--- src/rmp_defines.vh ---
/*
  Constants for the region memory protection block: register addresses,
  field positions, reset values and access permission codes.
  Assumes it is included by bare name from the design file.
*/
`ifndef RMP_DEFINES_VH
`define RMP_DEFINES_VH

// Register addresses on the core's private register port.
`define RMP_ADDR_TYPE     32'he000ed90
`define RMP_ADDR_CTRL     32'he000ed94
`define RMP_ADDR_RSEL     32'he000ed98
`define RMP_ADDR_RBASE    32'he000ed9c
`define RMP_ADDR_RATTR    32'he000eda0

// Control register fields.
`define RMP_CTRL_ENABLE   0
`define RMP_CTRL_FHPE     1
`define RMP_CTRL_PRIVBG   2
`define RMP_CTRL_RESET    3'h0

// Region base register fields.
`define RMP_BASE_LSB      5
`define RMP_BASE_VALID    4
`define RMP_BASE_REG_MSB  3

// Attribute and size register fields.
`define RMP_ATTR_XN       28
`define RMP_ATTR_AP_MSB   26
`define RMP_ATTR_AP_LSB   24
`define RMP_ATTR_TEX_MSB  21
`define RMP_ATTR_TEX_LSB  19
`define RMP_ATTR_S        18
`define RMP_ATTR_C        17
`define RMP_ATTR_B        16
`define RMP_ATTR_SRD_MSB  15
`define RMP_ATTR_SRD_LSB  8
`define RMP_ATTR_SZ_MSB   5
`define RMP_ATTR_SZ_LSB   1
`define RMP_ATTR_EN       0
`define RMP_ATTR_WMASK    32'h173fff3f
`define RMP_ATTR_RESET    32'h00000000

// Size codes: smallest legal size, and smallest size with subregions.
`define RMP_SIZE_MIN      5'h04
`define RMP_SIZE_SUBMIN   5'h07

// Access permission codes.
`define RMP_AP_NONE       3'h0
`define RMP_AP_PRW        3'h1
`define RMP_AP_PRW_URO    3'h2
`define RMP_AP_FULL       3'h3
`define RMP_AP_RSVD       3'h4
`define RMP_AP_PRO        3'h5
`define RMP_AP_RO         3'h6
`define RMP_AP_RO2        3'h7

// System control space window.
`define RMP_SCS_BASE      20'he000e

`endif

--- src/rmp_region_protect.v ---
/*
  Region memory protection unit: control, region select, region base and
  region attribute registers, plus a combinational permit-or-fault check
  of every fetch and load/store access against all regions in parallel.
  Assumes the core drives the register port and the access port
  synchronously to clock, and flags handler priority -1/-2 itself.
*/
`timescale 1ns/1ps
`include "rmp_defines.vh"

module rmp_region_protect
#(
  parameter NREG = 8,                   // Number of regions, 8 or 16.
  parameter RIW  = 3                    // Region index width, log2 NREG.
)
(
  input  wire        clock,             // Core clock, 25 MHz.
  input  wire        nrst,              // Asynchronous reset, active low.
  input  wire        reg_write,         // Register write strobe.
  input  wire        reg_read,          // Register read strobe.
  input  wire [31:0] reg_addr,          // Register byte address.
  input  wire [31:0] reg_wdata,         // Register write data.
  output reg  [31:0] reg_rdata,         // Register read data, next cycle.
  input  wire        acc_valid,         // Access request this cycle.
  input  wire [31:0] acc_addr,          // Access byte address.
  input  wire        acc_priv,          // Access is privileged.
  input  wire        acc_write,         // Access is a data write.
  input  wire        acc_fetch,         // Access is an instruction fetch.
  input  wire        acc_vector,        // Access is a vector table read.
  input  wire        acc_neg_prio,      // Executing at priority -1 or -2.
  output wire        acc_permit,        // Access allowed.
  output wire        acc_fault,         // Memory management fault.
  output wire        acc_default_map,   // Default map attributes apply.
  output wire        acc_strong_order,  // Strongly ordered treatment.
  output wire        acc_xn,            // Execute-never in force.
  output wire        acc_region_hit,    // A region supplied attributes.
  output wire [3:0]  acc_region,        // Winning region number.
  output wire [2:0]  acc_tex,           // Type extension of winner.
  output wire        acc_shareable,     // Shareable bit of winner.
  output wire        acc_cacheable,     // C bit of winner.
  output wire        acc_bufferable,    // B bit of winner.
  output wire        ctrl_enable,       // Global protection enable.
  output wire        ctrl_fhpe,         // Handler protect enable.
  output wire        ctrl_privbg        // Privileged background enable.
);

  // Control, region select, base and attribute registers.
  reg  [2:0]  protection_control_reg;  // Enable, handler, background.
  reg  [7:0]  region_select_reg;       // Currently selected region.
  reg  [26:0] base_mem [0:NREG-1];     // Base bits 31..5 per region.
  reg  [31:0] attr_mem [0:NREG-1];     // Attribute and size per region.

  // Decoded register strobes.
  wire        wr_ctrl;                 // Write to control register.
  wire        wr_rsel;                 // Write to region select.
  wire        wr_base;                 // Write to region base.
  wire        wr_attr;                 // Write to attribute register.
  wire        base_valid;              // Base write carries a region.
  wire [7:0]  base_target;             // Region a base write lands in.
  wire        sel_ok;                  // Selected region exists.
  wire [RIW-1:0] sel_idx;              // Selected region as index.

  // Per-region match results.
  wire [NREG-1:0] hit;                 // Region covers the address.

  // Winner of the priority search.
  reg         win_hit;                 // Any enabled region matched.
  reg  [3:0]  win_idx;                 // Highest matching region.
  reg  [31:0] win_attr;                // Attributes of the winner.

  // Access decision terms.
  reg         perm_ok;                 // Permission field allows it.
  wire [2:0]  win_ap;                  // Permission field of winner.
  wire        in_scs;                  // Address in system control space.
  wire        bypass;                  // Checking is switched off.
  wire        bg_use;                  // Background region applies.
  wire        region_ok;               // Winning region allows access.
  wire        allow;                   // Final permit decision.

  assign ctrl_enable = protection_control_reg[`RMP_CTRL_ENABLE];
  assign ctrl_fhpe   = protection_control_reg[`RMP_CTRL_FHPE];
  assign ctrl_privbg = protection_control_reg[`RMP_CTRL_PRIVBG];

  // Address decode of the register port.
  assign wr_ctrl = reg_write && (reg_addr == `RMP_ADDR_CTRL);
  assign wr_rsel = reg_write && (reg_addr == `RMP_ADDR_RSEL);
  assign wr_base = reg_write && (reg_addr == `RMP_ADDR_RBASE);
  assign wr_attr = reg_write && (reg_addr == `RMP_ADDR_RATTR);

  // A base write with the valid bit retargets the select.
  assign base_valid  = reg_wdata[`RMP_BASE_VALID];
  assign base_target = base_valid ?
                       {4'h0, reg_wdata[`RMP_BASE_REG_MSB:0]} :
                       region_select_reg;
  // A select past the last region turns attribute writes and base writes without the valid bit into no-ops.
  assign sel_ok  = (region_select_reg < NREG);
  assign sel_idx = region_select_reg[RIW-1:0];

  // Control and region select registers.
  always @(posedge clock or negedge nrst)
  begin
    if (!nrst)
    begin
      protection_control_reg <= `RMP_CTRL_RESET;
      region_select_reg      <= 8'h00;
    end
    else
    begin
      // Control layout: bit 0 enable, 1 handler, 2 background.
      if (wr_ctrl)
      begin
        protection_control_reg <= reg_wdata[2:0];
      end
      // Full eight-bit region number is kept.
      if (wr_rsel)
      begin
        region_select_reg <= reg_wdata[7:0];
      end
      else if (wr_base && base_valid)
      begin
        region_select_reg <= {4'h0, reg_wdata[`RMP_BASE_REG_MSB:0]};
      end
    end
  end

  // Per-region storage and address matching, one copy per region.
  genvar gi;
  generate
    for (gi = 0; gi < NREG; gi = gi + 1)
    begin : g_reg
      wire [4:0]  sz_raw;              // Programmed size code.
      wire [4:0]  sz;                  // Size clamped to the minimum.
      wire [32:0] mask;                // Ones above the region size.
      wire [31:0] base_full;           // Base as a byte address.
      wire        addr_in;             // Address falls inside region.
      wire [31:0] sub_sh;              // Address shifted to subregion.
      wire [2:0]  sub_idx;             // Subregion number of address.
      wire        sub_off;             // Subregion is disabled.

      // Attribute writes keep only the defined fields.
      always @(posedge clock or negedge nrst)
      begin
        if (!nrst)
        begin
          base_mem[gi] <= 27'h0000000;
          attr_mem[gi] <= `RMP_ATTR_RESET;
        end
        else
        begin
          // Base lands in the region named by the write or select.
          if (wr_base && (base_target == gi))
          begin
            base_mem[gi] <= reg_wdata[31:`RMP_BASE_LSB];
          end
          if (wr_attr && sel_ok && (sel_idx == gi))
          begin
            attr_mem[gi] <= reg_wdata & `RMP_ATTR_WMASK;
          end
        end
      end

      // Region spans two to the power size+1 bytes.
      assign sz_raw = attr_mem[gi][`RMP_ATTR_SZ_MSB:`RMP_ATTR_SZ_LSB];
      assign sz     = (sz_raw < `RMP_SIZE_MIN) ? `RMP_SIZE_MIN : sz_raw;
      // Size 31 leaves the mask empty: the whole map matches.
      // The mask is 33 bits wide so that a shift by 32 stays defined.
      assign mask      = {33{1'b1}} << ({28'h0, sz} + 33'h1);
      assign base_full = {base_mem[gi], 5'h00};
      // Only the bits above the region size are compared.
      assign addr_in   = ((acc_addr & mask[31:0]) ==
                          (base_full & mask[31:0]));
      // Regions of size code 7 and up hold eight equal subregions.
      // A subregion spans two to the power size-2 bytes, an eighth of the region.
      assign sub_sh  = acc_addr >> (sz - 5'h2);
      assign sub_idx = sub_sh[2:0];
      // Small regions have no subregions; their mask is not used.
      assign sub_off = (sz >= `RMP_SIZE_SUBMIN) &&
                       attr_mem[gi][`RMP_ATTR_SRD_LSB + sub_idx];
      // Every region is matched at once, fetch and data alike.
      assign hit[gi] = attr_mem[gi][`RMP_ATTR_EN] && addr_in &&
                       !sub_off;
    end
  endgenerate

  // Priority search: later, higher-numbered regions override earlier.
  // The loop runs upward, so the last hit it sees is the highest number.
  integer k;
  always @*
  begin
    win_hit  = 1'b0;
    win_idx  = 4'h0;
    win_attr = 32'h00000000;
    for (k = 0; k < NREG; k = k + 1)
    begin
      if (hit[k])
      begin
        win_hit  = 1'b1;
        win_idx  = k[3:0];
        win_attr = attr_mem[k];
      end
    end
  end

  assign win_ap = win_attr[`RMP_ATTR_AP_MSB:`RMP_ATTR_AP_LSB];

  // Permission decode by privilege and direction.
  // Fetches count as reads here; execute-never is applied on its own.
  always @*
  begin
    case (win_ap)
      `RMP_AP_NONE:    perm_ok = 1'b0;
      `RMP_AP_PRW:     perm_ok = acc_priv;
      `RMP_AP_PRW_URO: perm_ok = acc_priv || !acc_write;
      `RMP_AP_FULL:    perm_ok = 1'b1;
      `RMP_AP_PRO:     perm_ok = acc_priv && !acc_write;
      `RMP_AP_RO:      perm_ok = !acc_write;
      `RMP_AP_RO2:     perm_ok = !acc_write;
      // The reserved code is treated as no access.
      default:         perm_ok = 1'b0;
    endcase
  end

  // The system control space occupies one 4 KB window.
  assign in_scs = (acc_addr[31:12] == `RMP_SCS_BASE);

  // Disabled unit, or a -1/-2 handler without handler protection.
  // Handler protection set while disabled has no defined meaning; it stays off.
  assign bypass = !ctrl_enable ||
                  (acc_neg_prio && !ctrl_fhpe);
  // Background only for privileged misses, only while enabled.
  assign bg_use = ctrl_enable && ctrl_privbg && acc_priv &&
                  !win_hit;
  // A fetch from an execute-never region is refused.
  assign region_ok = win_hit && perm_ok &&
                     !(acc_fetch && win_attr[`RMP_ATTR_XN]);
  // Control space and vector reads pass; a miss without background faults.
  assign allow = (in_scs && !acc_fetch) || acc_vector || bypass ||
                 region_ok || bg_use;

  // One decision per access, in the request cycle.
  // Attribute outputs follow the winner even in bypass; qualify with acc_region_hit.
  assign acc_permit      = acc_valid && allow;
  assign acc_fault       = acc_valid && !allow;
  assign acc_default_map = bypass || in_scs || acc_vector ||
                           (!win_hit && bg_use);
  // Control space is always strongly ordered and never executable.
  assign acc_strong_order = in_scs;
  assign acc_xn          = in_scs ||
                           (!bypass && win_hit && win_attr[`RMP_ATTR_XN]);
  assign acc_region_hit  = !bypass && win_hit;
  assign acc_region      = win_idx;
  assign acc_tex         = win_attr[`RMP_ATTR_TEX_MSB:`RMP_ATTR_TEX_LSB];
  assign acc_shareable   = win_attr[`RMP_ATTR_S];
  assign acc_cacheable   = win_attr[`RMP_ATTR_C];
  assign acc_bufferable  = win_attr[`RMP_ATTR_B];

  // Register read data, captured on the read strobe.
  // The word then holds until the next read strobe, so it may be sampled late.
  always @(posedge clock or negedge nrst)
  begin
    if (!nrst)
    begin
      reg_rdata <= 32'h00000000;
    end
    else if (reg_read)
    begin
      case (reg_addr)
        // Type register reports the region count, unified map.
        `RMP_ADDR_TYPE:
        begin
          reg_rdata <= {16'h0000, NREG[7:0], 8'h00};
        end
        `RMP_ADDR_CTRL:
        begin
          reg_rdata <= {29'h0, protection_control_reg};
        end
        `RMP_ADDR_RSEL:
        begin
          reg_rdata <= {24'h0, region_select_reg};
        end
        // Valid bit reads zero; region field shows the select.
        `RMP_ADDR_RBASE:
        begin
          if (sel_ok)
          begin
            reg_rdata <= {base_mem[sel_idx], 1'b0,
                          region_select_reg[3:0]};
          end
          else
          begin
            reg_rdata <= {28'h0, region_select_reg[3:0]};
          end
        end
        `RMP_ADDR_RATTR:
        begin
          if (sel_ok)
          begin
            reg_rdata <= attr_mem[sel_idx];
          end
          else
          begin
            reg_rdata <= 32'h00000000;
          end
        end
        // Unmapped addresses read as zero.
        default:
        begin
          reg_rdata <= 32'h00000000;
        end
      endcase
    end
  end

endmodule

--- config.mk ---
export PLATFORM = sky130hd
export DESIGN_NAME = rmp_region_protect
export DESIGN_NICKNAME = d
export VERILOG_FILES = /design/src/rmp_region_protect.v
export VERILOG_INCLUDE_DIRS = /design/src
export SDC_FILE = /design/constraint.sdc
export NUM_CORES = 2
export LEC_CHECK = 0
export ABC_AREA = 0
export ABC_CLOCK_PERIOD_IN_PS = 16500
export BUFFER_PORTS_ARGS = -buffer_cell sky130_fd_sc_hd__buf_4
export CAP_MARGIN = 20
export CELL_PAD_IN_SITES_DETAIL_PLACEMENT = 0
export CELL_PAD_IN_SITES_GLOBAL_PLACEMENT = 1
export CORE_MARGIN = 2
export CORE_UTILIZATION = 44
export CTS_CLUSTER_DIAMETER = 100
export CTS_CLUSTER_SIZE = 28
export DETAILED_ROUTE_END_ITERATION = 6
export GPL_TIMING_DRIVEN = 0
export PLACE_DENSITY_LB_ADDON = 0.3
export SYNTH_ARGS = -nofsm -noshare
export SYNTH_HDL_FRONTEND = slang
export SYNTH_SLANG_ARGS = --single-unit
--- constraint.sdc ---
create_clock -name clock -period 16.5 [get_ports clock]
set_input_delay 3.3 -clock clock [delete_from_list [all_inputs] [get_ports clock]]
set_output_delay 3.3 -clock clock [all_outputs]
set_load 0.1 [all_outputs]
==> flow_summary.yaml <==
layout:
  final_net_count: 4070
  final_cell_mix: "451 x dfrtp_1, 435 x mux2_2, 310 x nand2_1"
  fillCellCount: 7795
  largest_reg_flops: 216
  regMostFlops: "base_mem"
  drive_gt1_share_pct: 23.3
  area_delta_synth_final_pct: 11.1
  utilization_pct: 49.2
  final_common_cell: "dfrtp_1"
  reg_top3: "base_mem x216, attr_mem x192, reg_rdata x32"
power:
  pwr-share-comb_pct: 14.2
  seq_power_share_pct: 48.8
  peakVddDrop_v: 0.0000725
  cell_internal_pwr_uw: 1540
  leakage_uw: 0.0176
  power_density_nw_per_um2: 56.1
  p_switching_uw: 722
  design_power_total_uw: 2260
  clkPwrFrac_pct: 37.0
  swShare_pct: 31.9
placement:
  portBuffers: 147
  gp_congestion: 1.08
  preCtsSetupSlack_ns: 2.73
  dp_hpwl_um: 142000
drt:
  dr.pass1.iters: 7
  route.met2.wl_um: 74000
  wl_met1_um: 69800
  drtAntennaViolNets: 0
  vias: 35500
  top_layer_used: "met5"
  wl_per_cell_um: 37.2
  routed_wl_um: 187000
  drc_errors: 6
  drt-vias-per-instance: 7.08
  drtIter0Drc: 5617
  wl_met3_um: 24300
logic_synthesis:
  synth-edff-count: 0
  ys_warn_count: 0
  seq_area_frac_synth_pct: 31.1
  synthArstFlopShare_pct: 100
  synth_top_area_cell: "dfrtp_1"
  yosysTopAreaCellShare_pct: 31.1
  syn_area_um2: 36300
  synthesis.nets: 3856
  synth_area_leaders: "dfrtp_1 31%, mux2_2 14%, mux4_2 9.4%, mux2i_1 4.8%, nand2_1 3.2%"
  ys.flop_type: "dfrtp_1"
  synth-seq-cells: 451
  synth_cell_type_count: 96
  synthCells: 3712
  synth.avg_cell_area_um2: 9.77
critical_path:
  cp.required_ns: 13.20
  crit_path_start_kind: "input port"
  cp_slowest_cell: "o21ai_0"
  timing.critical_path.mode_cell: "clkbuf_1"
  crit_fanout: 10
  arrival_ns: 11.05
  path_cells: "buf_4 > clkbuf_1 > clkbuf_1 > clkbuf_1 > xor2_1 > and3_1 > a211oi_1 > o2111a_1 > a41oi_1 > o21ai_0 > o21ai_0 > nand2_1 > nor2_1 > a211o_1 > a21oi_1 > a311oi_1 > nor4b_1 > buf_4"
  worstSetupPathType: "input port to primary output"
  crit_family: "buffers and inverters"
  end_kind: "primary output"
  max_stage_delay_ns: 1.03
  path_buf_inv: 5
sta:
  layout_setup_ws_ns: 2.15
  slew_violations: 0
  timing.fmax_ghz: 0.0697
  tns_ns: 0
  fin_worst_skew_ns: 0.0436
  min_period_ns: 14.35
  finalHoldViolations: 0
  tightest_slew_ns: 1.32
  min_period_over_period_pct: 87.0
  hold_ws_ns: 0.533
  relSlewSlack_pct: 11.9
  rsz0062_at_grt: "no"
  setup_viol: 0
floorplan:
  rows: 105
  ios: 157
  fp.coreArea_um2: 81800
  fp.dieW_um: 291
  initial_utilization_pct: 44.3
  die_area_um2: 84700
  die_h_um: 291
clocking:
  cts.repair_timing.setup_buffer_count: 0
  cts_buffers: 27
  cts_root_buf: "clkbuf_16"
  cts.clk_slew.worst_paths_ns: 0.11
  hold_buffers: 0
  tritoncts: "built"
  clk_path_buf_depth: 3
  clock-sinks: 451
  htree_levels: 1
  ctsResizeCount: 0
  insertion_delay_ns: 0.67
global_route:
  grt_pass1_vias: 33100
  gr-total-overflow: 0
  grt_pass1_wl_um: 260000
  grt_max_degree: 123
  grt_usage_pct: 43.0
  antenna_found_initial: 12
outcome:
  status: "finished with violations"
  violations: "DRC"
flow_run:
  drv_cap: 0
worst_hold_path:
  min_path_type: "register to register"
-- layout make-up --
cell class	count	area [um^2]	area share, %
Clock buffer	28	679	1.69
Timing Repair Buffer	185	1670	4.14
Clock inverter	18	309	0.767
Sequential cell	451	11300	28.0
Inverter	120	450	1.12
Buffer	373	1460	3.63
Antenna cell	4	10.0	0.0248
Multi-Input combinational cell	2768	23100	57.3
Tap cell	1070	1340	3.32
-- power by group through the flow --
stage               clock network (uW)  logic (uW)  registers [uW]
finish                             837         320            1100
global route                       876         321            1100
CTS                                835         297            1100
detailed placement                   0         297            1130
global placement                     0         289            1130
floorplan                            0         124            1130
-- layer usage --
layer  vias up  GRT usage (%)
met5         -              0
met1     17800           56.0
met2      2725           59.2
met4        16           33.1
met3       689           13.3
li1      14300              -
-- stage by stage --
step                instance area, um^2  instances
finish                            40300       5017
floorplan                         36300       3712
detailed placement                39100       4955
global route                      40300       5014
CTS                               40100       5001
global placement                  38700       4929
-- synthesized netlist by cell type (27+ instances only) --
cell type / number
mux4_2: 151
a22oi_1: 30
nand3_1: 61
buf_1: 64
dfrtp_1: 451
ha_1: 38
xor2_1: 131
a31oi_1: 46
inv_1: 103
o21ai_0: 162
nor3_1: 55
mux2_2: 435
buf_2: 31
clkbuf_1: 272
a221oi_1: 27
nor2_1: 160
nor2b_1: 29
o22ai_1: 63
mux2i_1: 174
nand4_1: 27
a21oi_1: 165
nand2_1: 310
o211ai_1: 35
o221ai_1: 34
xnor2_1: 122
nand2b_1: 41
a211oi_1: 42
-- worst paths after layout --
check,slack (ns),endpoint,depth (start not counted),from
min in group asynchronous,2.52,base_mem[99],1,nrst
hold reg to reg,0.53,attr_mem[121],1,attr_mem[121]
setup / recovery,2.15,acc_permit,18,acc_addr[6]
setup reg to reg,11.74,attr_mem[45],10,region_select_reg[7]
max in group asynchronous,12.05,base_mem[112],4,nrst
hold / removal,0.53,attr_mem[121],1,attr_mem[121]
-- logic make-up after synthesis --
group	count (synthesis)	synth area share, %
AO/OA/AOI/OAI	900	17.6
XOR/XNOR	254	6.19
adder cells (fa/ha/maj)	39	1.34
buffers and inverters	493	5.27
flip-flops	451	31.1
multiplexers	765	27.8
other	1	0.0103
AND/OR/NAND/NOR	809	10.6
Power figures use the tool's default switching activity.
